### src/rtl/spc_cfg.svh
`ifndef SPC_CFG_SVH
`define SPC_CFG_SVH

// ----------------------------------------
// Register offsets
// ----------------------------------------
`define SPC_ADDR_PORT_EN 16'h3c48
`define SPC_ADDR_GLOBAL_EN 16'h4141
`define SPC_ADDR_P4_SEL 16'h416e
`define SPC_ADDR_P5_SEL 16'h416f
`define SPC_ADDR_TIMEOUT 16'h4171
`define SPC_ADDR_TOGGLE 16'h4176

// ----------------------------------------
// Reset values and field layout
// ----------------------------------------
`define SPC_RST_PORT_EN 8'h00
`define SPC_RST_GLOBAL_EN 8'h00
`define SPC_RST_PIN_SEL 8'h00
`define SPC_RST_TIMEOUT 8'h05
`define SPC_RST_TOGGLE 8'h05
`define SPC_BIT_P4_EN 5
`define SPC_BIT_P5_EN 6
`define SPC_BIT_GLOBAL_EN 0
`define SPC_MASK_PORT_EN 8'h60
`define SPC_MASK_GLOBAL_EN 8'h01
`define SPC_MASK_TIMEOUT 8'h07

// ----------------------------------------
// Pin select codes
// ----------------------------------------
`define SPC_SEL_P4_GPIO_SIXTY_SIX 8'h42
`define SPC_SEL_P4_GPIO_FIVE 8'h05
`define SPC_SEL_P5_GPIO_SIX 8'h06
`define SPC_SEL_P5_GPIO_FOUR 8'h04

// ----------------------------------------
// Link state window and timing
// ----------------------------------------
`define SPC_LTSSM_FIRST_STUCK 4'h4
`define SPC_LTSSM_LAST_STUCK 4'h9
`define SPC_TMO_CODE_100MS 3'h1
`define SPC_TMO_CODE_250MS 3'h2
`define SPC_TMO_CODE_500MS 3'h3
`define SPC_TMO_CODE_750MS 3'h4
`define SPC_TMO_CODE_1S 3'h5
`define SPC_TMO_CODE_2S 3'h6
`define SPC_TMO_NONE_MS 16'h0000
`define SPC_TMO_100MS 16'h0064
`define SPC_TMO_250MS 16'h00fa
`define SPC_TMO_500MS 16'h01f4
`define SPC_TMO_750MS 16'h02ee
`define SPC_TMO_1S_MS 16'h03e8
`define SPC_TMO_2S_MS 16'h07d0
`define SPC_OFF_BASE_MS 16'h015e
`define SPC_OFF_STEP_MS 16'h000a
`define SPC_MS_IN_NS 32'h000f4240
`define SPC_CLK_PERIOD_NS 32'h00000014

`endif

### src/rtl/spc_pkg.sv
`include "spc_cfg.svh"

package spc_pkg;

	// ----------------------------------------
	// Types
	// ----------------------------------------
	typedef enum logic [1:0] {WD_IDLE, WD_WATCH, WD_TOGGLE} spc_wd_state_t;

	typedef struct packed {
		spc_wd_state_t state;
		logic [15:0] cnt;
		logic [3:0] last;
		logic low;
	} spc_wd_t;

	typedef struct packed {
		logic [7:0] port_en;
		logic [7:0] global_en;
		logic [7:0] p4_sel;
		logic [7:0] p5_sel;
		logic [7:0] timeout;
		logic [7:0] toggle;
		logic [7:0] rdata;
		logic p4_ctl;
		logic p5_ctl;
		logic g66;
		logic g66_oe_n;
		logic g6;
		logic g6_oe_n;
		logic g5;
		logic g5_oe_n;
		logic g4;
		logic g4_oe_n;
	} spc_top_t;

	// ----------------------------------------
	// Decoding shared by both ports
	// ----------------------------------------
	function automatic logic [15:0] timeout_ms(input logic [2:0] code);
		case (code)
			`SPC_TMO_CODE_100MS: timeout_ms = `SPC_TMO_100MS;
			`SPC_TMO_CODE_250MS: timeout_ms = `SPC_TMO_250MS;
			`SPC_TMO_CODE_500MS: timeout_ms = `SPC_TMO_500MS;
			`SPC_TMO_CODE_750MS: timeout_ms = `SPC_TMO_750MS;
			`SPC_TMO_CODE_1S: timeout_ms = `SPC_TMO_1S_MS;
			`SPC_TMO_CODE_2S: timeout_ms = `SPC_TMO_2S_MS;
			// Reserved code treated as no timeout, the safe reading
			default: timeout_ms = `SPC_TMO_NONE_MS;
		endcase
	endfunction

	function automatic logic [15:0] off_ms(input logic [7:0] val);
		off_ms = `SPC_OFF_BASE_MS + ({8'h00, val} * `SPC_OFF_STEP_MS);
	endfunction

	function automatic logic is_stuck(input logic [3:0] st);
		is_stuck = (st >= `SPC_LTSSM_FIRST_STUCK) && (st <= `SPC_LTSSM_LAST_STUCK);
	endfunction

endpackage

### src/rtl/spc_ms_tick.sv
`timescale 1ns/1ns
`default_nettype none

`include "spc_cfg.svh"

module spc_ms_tick #(
	parameter int TICK_CYCLES = `SPC_MS_IN_NS / `SPC_CLK_PERIOD_NS
) (
	input wire logic i_ref_clk,
	input wire logic i_sys_rst,
	output logic o_tick
);

	localparam int CW = $clog2(TICK_CYCLES + 1);

	typedef struct packed {
		logic [CW-1:0] cnt;
		logic tick;
	} spc_tick_t;

	spc_tick_t s;
	spc_tick_t next_s;

	// ----------------------------------------
	// Millisecond divider
	// ----------------------------------------
	always_comb begin
		next_s = s;
		next_s.tick = 1'b0;
		if (s.cnt == CW'(TICK_CYCLES - 1)) begin
			next_s.cnt = '0;
			next_s.tick = 1'b1;
		end else begin
			next_s.cnt = s.cnt + CW'(1);
		end
	end

	always_ff @(posedge i_ref_clk or posedge i_sys_rst) begin
		if (i_sys_rst) begin
			s <= '0;
		end else begin
			s <= next_s;
		end
	end

	assign o_tick = s.tick;

endmodule

`default_nettype wire

### src/rtl/spc_link_watchdog.sv
`timescale 1ns/1ns
`default_nettype none

`include "spc_cfg.svh"

module spc_link_watchdog (
	input wire logic i_ref_clk,
	input wire logic i_sys_rst,
	input wire logic i_ms_tick,
	input wire logic i_enable,
	input wire logic [3:0] i_link_state_status,
	input wire logic [15:0] i_timeout_ms,
	input wire logic [15:0] i_off_ms,
	output logic o_power_low
);

	spc_pkg::spc_wd_t s;
	spc_pkg::spc_wd_t next_s;

	// ----------------------------------------
	// Stuck link observer and off pulse
	// ----------------------------------------
	always_comb begin
		next_s = s;
		next_s.last = i_link_state_status;
		case (s.state)
			spc_pkg::WD_IDLE: begin
				next_s.cnt = '0;
				next_s.low = 1'b0;
				if (i_enable) begin
					next_s.state = spc_pkg::WD_WATCH;
				end
			end
			spc_pkg::WD_WATCH: begin
				if (!i_enable) begin
					next_s.state = spc_pkg::WD_IDLE;
				end else if (i_link_state_status != s.last
						|| !spc_pkg::is_stuck(i_link_state_status)) begin
					next_s.cnt = '0;
				end else if (i_timeout_ms == `SPC_TMO_NONE_MS) begin
					next_s.cnt = '0;
				end else if (i_ms_tick) begin
					if (s.cnt + 16'h0001 >= i_timeout_ms) begin
						next_s.state = spc_pkg::WD_TOGGLE;
						next_s.cnt = '0;
						next_s.low = 1'b1;
					end else begin
						next_s.cnt = s.cnt + 16'h0001;
					end
				end
			end
			spc_pkg::WD_TOGGLE: begin
				// Dropping enable ends the pulse at once; power follows config
				if (!i_enable) begin
					next_s.state = spc_pkg::WD_IDLE;
					next_s.cnt = '0;
					next_s.low = 1'b0;
				end else if (i_ms_tick) begin
					if (s.cnt + 16'h0001 >= i_off_ms) begin
						next_s.state = spc_pkg::WD_WATCH;
						next_s.cnt = '0;
						next_s.low = 1'b0;
					end else begin
						next_s.cnt = s.cnt + 16'h0001;
					end
				end
			end
			default: begin
				next_s.state = spc_pkg::WD_IDLE;
				next_s.cnt = '0;
				next_s.low = 1'b0;
			end
		endcase
	end

	always_ff @(posedge i_ref_clk or posedge i_sys_rst) begin
		if (i_sys_rst) begin
			s <= '{state: spc_pkg::WD_IDLE, cnt: 16'h0000, last: 4'h0, low: 1'b0};
		end else begin
			s <= next_s;
		end
	end

	assign o_power_low = s.low;

endmodule

`default_nettype wire

### src/rtl/spc_split_power_ctrl.sv
// Operation
// - Split offered only on downstream ports four, five
// - Config accepted in configuration stage, bus or OTP
// - Port power pin still drives 2.0 half
// - Extra GPIO output drives SuperSpeed half only
// - No overcurrent sensing on split output
// - Port four: pin 66 or 5; five: 6 or 4
// - Port four select: 0x42 pin 66, 0x05 pin 5
// - Port five select: 0x06 pin 6, 0x04 pin 4
// - Port enable bits five and six, reset zero
// - Global enable bit zero, others read zero
// - Invalid link for timeout pulses split output
// - Timer clears and restarts after every timeout
// - Stuck means staying in states four to nine
// - Timeout register resets to one second code
// - Timeout zero disables pulsing entirely
// - Output held low for configured toggle time
// - Three-bit timeout code table, upper bits zero
// - Off time 350 ms plus 10 ms per count
`timescale 1ns/1ns
`default_nettype none

`include "spc_cfg.svh"

module spc_split_power_ctrl #(
	parameter int MS_TICK_CYCLES = `SPC_MS_IN_NS / `SPC_CLK_PERIOD_NS
) (
	input wire logic i_ref_clk,
	input wire logic i_sys_rst,
	input wire logic i_cfg_stage,
	input wire logic i_cfg_wr,
	input wire logic i_cfg_rd,
	input wire logic [15:0] i_cfg_addr,
	input wire logic [7:0] i_cfg_wdata,
	output logic [7:0] o_cfg_rdata,
	input wire logic i_port4_power_request,
	input wire logic i_port5_power_request,
	input wire logic [3:0] i_port4_link_state_status,
	input wire logic [3:0] i_port5_link_state_status,
	output logic o_port4_power_control_pin,
	output logic o_port5_power_control_pin,
	output logic o_gpio_sixty_six,
	output logic o_gpio_sixty_six_oe_n,
	output logic o_gpio_six,
	output logic o_gpio_six_oe_n,
	output logic o_gpio_five,
	output logic o_gpio_five_oe_n,
	output logic o_gpio_four,
	output logic o_gpio_four_oe_n
);

	spc_pkg::spc_top_t s;
	spc_pkg::spc_top_t next_s;

	logic ms_tick;
	logic p4_split;
	logic p5_split;
	logic p4_low;
	logic p5_low;
	logic [15:0] tmo_ms;
	logic [15:0] off_ms;
	logic port4_superspeed_power_out;
	logic port5_superspeed_power_out;
	logic cfg_write;

	// ----------------------------------------
	// Timebase
	// ----------------------------------------
	spc_ms_tick #(
		.TICK_CYCLES(MS_TICK_CYCLES)
	) u_tick (
		.i_ref_clk(i_ref_clk),
		.i_sys_rst(i_sys_rst),
		.o_tick(ms_tick)
	);

	// ----------------------------------------
	// Split enables and timing decode
	// ----------------------------------------
	// A port splits only when both its own bit and the global bit are set
	assign p4_split = s.global_en[`SPC_BIT_GLOBAL_EN] && s.port_en[`SPC_BIT_P4_EN];
	assign p5_split = s.global_en[`SPC_BIT_GLOBAL_EN] && s.port_en[`SPC_BIT_P5_EN];
	assign tmo_ms = spc_pkg::timeout_ms(s.timeout[2:0]);
	assign off_ms = spc_pkg::off_ms(s.toggle);

	// ----------------------------------------
	// Per-port link watchdogs
	// ----------------------------------------
	spc_link_watchdog u_wd_p4 (
		.i_ref_clk(i_ref_clk),
		.i_sys_rst(i_sys_rst),
		.i_ms_tick(ms_tick),
		.i_enable(p4_split),
		.i_link_state_status(i_port4_link_state_status),
		.i_timeout_ms(tmo_ms),
		.i_off_ms(off_ms),
		.o_power_low(p4_low)
	);

	spc_link_watchdog u_wd_p5 (
		.i_ref_clk(i_ref_clk),
		.i_sys_rst(i_sys_rst),
		.i_ms_tick(ms_tick),
		.i_enable(p5_split),
		.i_link_state_status(i_port5_link_state_status),
		.i_timeout_ms(tmo_ms),
		.i_off_ms(off_ms),
		.o_power_low(p5_low)
	);

	// ----------------------------------------
	// SuperSpeed half power
	// ----------------------------------------
	// Follows the port power request, forced low for a reset pulse
	assign port4_superspeed_power_out = i_port4_power_request && !p4_low;
	assign port5_superspeed_power_out = i_port5_power_request && !p5_low;

	// Writes outside the configuration stage are dropped
	assign cfg_write = i_cfg_wr && i_cfg_stage;

	// ----------------------------------------
	// Registers, read port and pin drive
	// ----------------------------------------
	always_comb begin
		next_s = s;

		if (cfg_write) begin
			case (i_cfg_addr)
				`SPC_ADDR_PORT_EN: begin
					next_s.port_en = i_cfg_wdata & `SPC_MASK_PORT_EN;
				end
				`SPC_ADDR_GLOBAL_EN: begin
					next_s.global_en = i_cfg_wdata & `SPC_MASK_GLOBAL_EN;
				end
				`SPC_ADDR_P4_SEL: begin
					next_s.p4_sel = i_cfg_wdata;
				end
				`SPC_ADDR_P5_SEL: begin
					next_s.p5_sel = i_cfg_wdata;
				end
				`SPC_ADDR_TIMEOUT: begin
					next_s.timeout = i_cfg_wdata & `SPC_MASK_TIMEOUT;
				end
				`SPC_ADDR_TOGGLE: begin
					next_s.toggle = i_cfg_wdata;
				end
				default: begin
					next_s.port_en = s.port_en;
				end
			endcase
		end

		if (i_cfg_rd) begin
			case (i_cfg_addr)
				`SPC_ADDR_PORT_EN: next_s.rdata = s.port_en;
				`SPC_ADDR_GLOBAL_EN: next_s.rdata = s.global_en;
				`SPC_ADDR_P4_SEL: next_s.rdata = s.p4_sel;
				`SPC_ADDR_P5_SEL: next_s.rdata = s.p5_sel;
				`SPC_ADDR_TIMEOUT: next_s.rdata = s.timeout;
				`SPC_ADDR_TOGGLE: next_s.rdata = s.toggle;
				default: next_s.rdata = 8'h00;
			endcase
		end

		// 2.0 half keeps its own pin whether or not the port splits
		next_s.p4_ctl = i_port4_power_request;
		next_s.p5_ctl = i_port5_power_request;

		// Split pins are pure outputs; there is no sense path back in
		next_s.g66 = 1'b0;
		next_s.g66_oe_n = 1'b1;
		next_s.g5 = 1'b0;
		next_s.g5_oe_n = 1'b1;
		next_s.g6 = 1'b0;
		next_s.g6_oe_n = 1'b1;
		next_s.g4 = 1'b0;
		next_s.g4_oe_n = 1'b1;

		if (p4_split && s.p4_sel == `SPC_SEL_P4_GPIO_SIXTY_SIX) begin
			next_s.g66 = port4_superspeed_power_out;
			next_s.g66_oe_n = 1'b0;
		end else if (p4_split && s.p4_sel == `SPC_SEL_P4_GPIO_FIVE) begin
			next_s.g5 = port4_superspeed_power_out;
			next_s.g5_oe_n = 1'b0;
		end

		if (p5_split && s.p5_sel == `SPC_SEL_P5_GPIO_SIX) begin
			next_s.g6 = port5_superspeed_power_out;
			next_s.g6_oe_n = 1'b0;
		end else if (p5_split && s.p5_sel == `SPC_SEL_P5_GPIO_FOUR) begin
			next_s.g4 = port5_superspeed_power_out;
			next_s.g4_oe_n = 1'b0;
		end
	end

	always_ff @(posedge i_ref_clk or posedge i_sys_rst) begin
		if (i_sys_rst) begin
			s <= '{
				port_en: `SPC_RST_PORT_EN,
				global_en: `SPC_RST_GLOBAL_EN,
				p4_sel: `SPC_RST_PIN_SEL,
				p5_sel: `SPC_RST_PIN_SEL,
				timeout: `SPC_RST_TIMEOUT,
				toggle: `SPC_RST_TOGGLE,
				rdata: 8'h00,
				p4_ctl: 1'b0,
				p5_ctl: 1'b0,
				g66: 1'b0,
				g66_oe_n: 1'b1,
				g6: 1'b0,
				g6_oe_n: 1'b1,
				g5: 1'b0,
				g5_oe_n: 1'b1,
				g4: 1'b0,
				g4_oe_n: 1'b1
			};
		end else begin
			s <= next_s;
		end
	end

	// ----------------------------------------
	// Outputs
	// ----------------------------------------
	assign o_cfg_rdata = s.rdata;
	assign o_port4_power_control_pin = s.p4_ctl;
	assign o_port5_power_control_pin = s.p5_ctl;
	assign o_gpio_sixty_six = s.g66;
	assign o_gpio_sixty_six_oe_n = s.g66_oe_n;
	assign o_gpio_six = s.g6;
	assign o_gpio_six_oe_n = s.g6_oe_n;
	assign o_gpio_five = s.g5;
	assign o_gpio_five_oe_n = s.g5_oe_n;
	assign o_gpio_four = s.g4;
	assign o_gpio_four_oe_n = s.g4_oe_n;

endmodule

`default_nettype wire

### config.mk
export PLATFORM = sky130hd
export DESIGN_NAME = spc_split_power_ctrl
export DESIGN_NICKNAME = d
export VERILOG_FILES = /design/src/rtl/spc_pkg.sv /design/src/rtl/spc_ms_tick.sv /design/src/rtl/spc_link_watchdog.sv /design/src/rtl/spc_split_power_ctrl.sv
export VERILOG_INCLUDE_DIRS = /design/src /design/src/rtl
export SDC_FILE = /design/constraint.sdc
export NUM_CORES = 1
export LEC_CHECK = 0
export BUFFER_PORTS_ARGS = -buffer_cell sky130_fd_sc_hd__buf_2
export CAP_MARGIN = 20
export CORE_AREA = 2 2 122 124
export DETAILED_ROUTE_END_ITERATION = 8
export DIE_AREA = 0 0 124 126
export PLACE_DENSITY = 0.75
export SETUP_SLACK_MARGIN = 0.15
export SYNTH_ARGS = -nofsm -noshare
export SYNTH_HDL_FRONTEND = slang
export SYNTH_SLANG_ARGS = --single-unit
### constraint.sdc
create_clock -name i_ref_clk -period 7.8 [get_ports i_ref_clk]
set_input_delay 1.17 -clock i_ref_clk [delete_from_list [all_inputs] [get_ports i_ref_clk]]
set_output_delay 1.17 -clock i_ref_clk [all_outputs]
set_load 0.1 [all_outputs]
==> qor.yml <==
synthFlopType: "dfrtp_1"
via_count: 5490
clk_pin_slew_ps: 70
routabilityCongestion: 0.844
drive_gt1_share_pct: 19.8
drt-total-wl_um: 15600
clock_sink_count: 111
relSlewSlack_pct: 30.5
p_leak_nw: 3.75
status: "finished, final reports clean"
clockBufferDepth: 2
whs_ps: 498
layout_common_cells: "dfrtp_1, nand2_1, ha_1, buf_2, nor2_1"
worst_pin_slew_ps: 1040
grt_usage_pct: 21.3
grt_pass1_vias: 5527
async_flop_share_pct: 100
grt_max_degree: 64
critPathArrivalTime_ps: 4720
antenna_cells: 0
final.setup.tns_ps: 0
portBuffers: 56
fp.dieH_um: 126
cts_setup_buffers: 0
synthTopCellsByArea: "dfrtp_1, ha_1, mux2_2"
syn_avg_cell_area_um2: 10.2
synth-edff-count: 0
slowest_delay_ps: 570
start_util_pct: 49.3
coreArea_um2: 14300
crit_path_end_kind: "register"
final_common_cell: "dfrtp_1"
crit_top_cell: "ha_1"
cts-root-buf: "clkbuf_16"
synth_top_area_cell: "dfrtp_1"
crit_type: "reg -> reg"
layoutNonFillerInstCount: 923
die_w_um: 124
postSynthCellCount: 689
p_per_area_nw_per_um2: 145
ir_drop_mv: 0.130
yosysSeqAreaShare_pct: 39.5
cp_max_fo: 6
finalClockSkew_ps: 10.8
dpl.hpwl_um: 12100
setup_violations: 0
yosys_warnings: 0
cp.required_ps: 8070
wl_per_cell_um: 16.9
first_iter_violations: 389
synth.distinct_cells: 79
worstSetupStartpointType: "register"
fillCellCount: 1228
numCtsBuffers: 9
die_area_um2: 15600
grt_setup_unrepaired: "no"
cp_top_family: "compound AO/OA/AOI/OAI gates"
min_period_ps: 4450
area_growth_pct: 10.1
synth-seq-cells: 111
fmax_ghz: 0.225
fin_crit_sh_pct: 57.0
drv.max_cap_violation_count: 0
path_buf_inv: 0
fin_util_pct: 54.2
cts_hold_buffers: 0
drtPass1Iterations: 8
min_path_type: "reg -> reg"
hold_violations: 0
cts_tree: "done"
antenna_found_initial: 0
ctsHtreeMaxLevel: 3
placed_cells: 907
vias_per_cell: 5.95
drc: 0
cts_resized: 0
synthDominantCellAreaShare_pct: 36.6
slowest_stage: "dfstp_2"
maxSlewViolCount: 0
syn_area_um2: 7050
clk-insertion-delay-late_ps: 360
grt_overflow_total: 0
nets: 834
ant_nets: 0
grt_pass1_wl_um: 26400
crit_chain: "ha_1 -> ha_1 -> a21o_1 -> a21oi_1 -> o21bai_1 -> a21oi_1 -> xor2_1 -> xor2_1 -> ha_1 -> a211oi_1 -> o21ai_0 -> a2111oi_0 -> o21ai_1 -> a2111o_1 -> o211ai_1"
ioPinCount: 57
fp-row-count: 44
[logic make-up after synthesis]
group	Yosys count	share of synthesized area, %
multiplexers	42	6.64
other	1	0.0532
AND/OR/NAND/NOR	246	19.9
adder cells (fa/ha/maj)	61	10.9
flip-flops	111	39.5
XOR/XNOR	46	5.71
buffers and inverters	45	3.07
AO/OA/AOI/OAI	137	14.2
[state kept, by name (all words and copies together) (netlist names), 8 cells and up]
| name | cells |
|---|---|
| s | 30 |
| u_wd_p4.s | 22 |
| u_wd_p5.s | 22 |
| u_tick.s | 16 |
| o_cfg_rdata | 8 |
[final timing paths]
check	from	to	slack (ps)	cells after the start
worst min register to register	u_tick.s[1]	u_tick.s[1]	500	1
worst max register to register	s[20]	u_wd_p5.s[9]	3350	15
worst max-delay path	s[20]	u_wd_p5.s[9]	3350	15
min in group asynchronous	i_sys_rst	u_wd_p4.s[3]	870	2
worst min-delay path	u_tick.s[1]	u_tick.s[1]	500	1
max in group asynchronous	i_sys_rst	o_cfg_rdata[1]	5730	3
[through the flow]
stage                     setup WS (ps)  cell area (µm²)  total power (W)
final                              3350             7760          0.00113
after global routing               2800             7760          0.00117
after CTS                          3310             7760          0.00114
after global placement             3550             7440         0.000629
after detailed placement           3330             7440         0.000631
after floorplan                    3710             7050         0.000610
[area by class of cell]
cell class	instances	area [µm²]	area share, %
flip-flops and latches	111	2790	35.9
clock inverters	5	90.1	1.16
repair buffers	57	288	3.71
inverters	21	81.3	1.05
clock buffers	11	233	3.00
multi-input cells	534	4050	52.2
well taps	184	230	2.97
[per-layer routing]
metal / global-route usage (%) / part of all wire, % / wire (µm)
met5: 0 / 0 / 0
met3: 3.44 / 4.8 / 746
met4: 8.46 / 2.7 / 418
met2: 35.7 / 50 / 7760
met1: 27.5 / 43 / 6690
[report_power, final]
part	switching (W)	internal, W	total (W)	leakage [nW]
Sequential	0.00000133	0.000578	0.000579	1.49
Combinational	0.0000281	0.0000123	0.0000404	2.11
Clock	0.000220	0.000287	0.000506	0.154
Total	0.000249	0.000877	0.00113	3.75
[cell usage after synthesis, types with 4 or more instances]
library cell	count
a22oi_1	5
a21oi_1	20
and3_1	7
nand2b_1	10
nand2_1	67
o2111ai_1	4
nor2b_1	4
mux2_2	38
inv_1	21
xnor2_1	31
mux2i_1	4
nand3_1	33
dfstp_2	8
a22o_1	16
nor4_1	10
nor3_1	9
and2_1	11
dfrtp_1	103
nor4bb_1	7
or3_1	4
a222oi_1	6
ha_1	60
o21ai_0	24
xor2_1	15
a21o_1	11
nor4b_1	4
o21a_1	13
buf_4	8
nor2_1	43
clkbuf_1	6
buf_2	8
nand4_1	9
No activity file was read; power rests on OpenSTA's default activity.
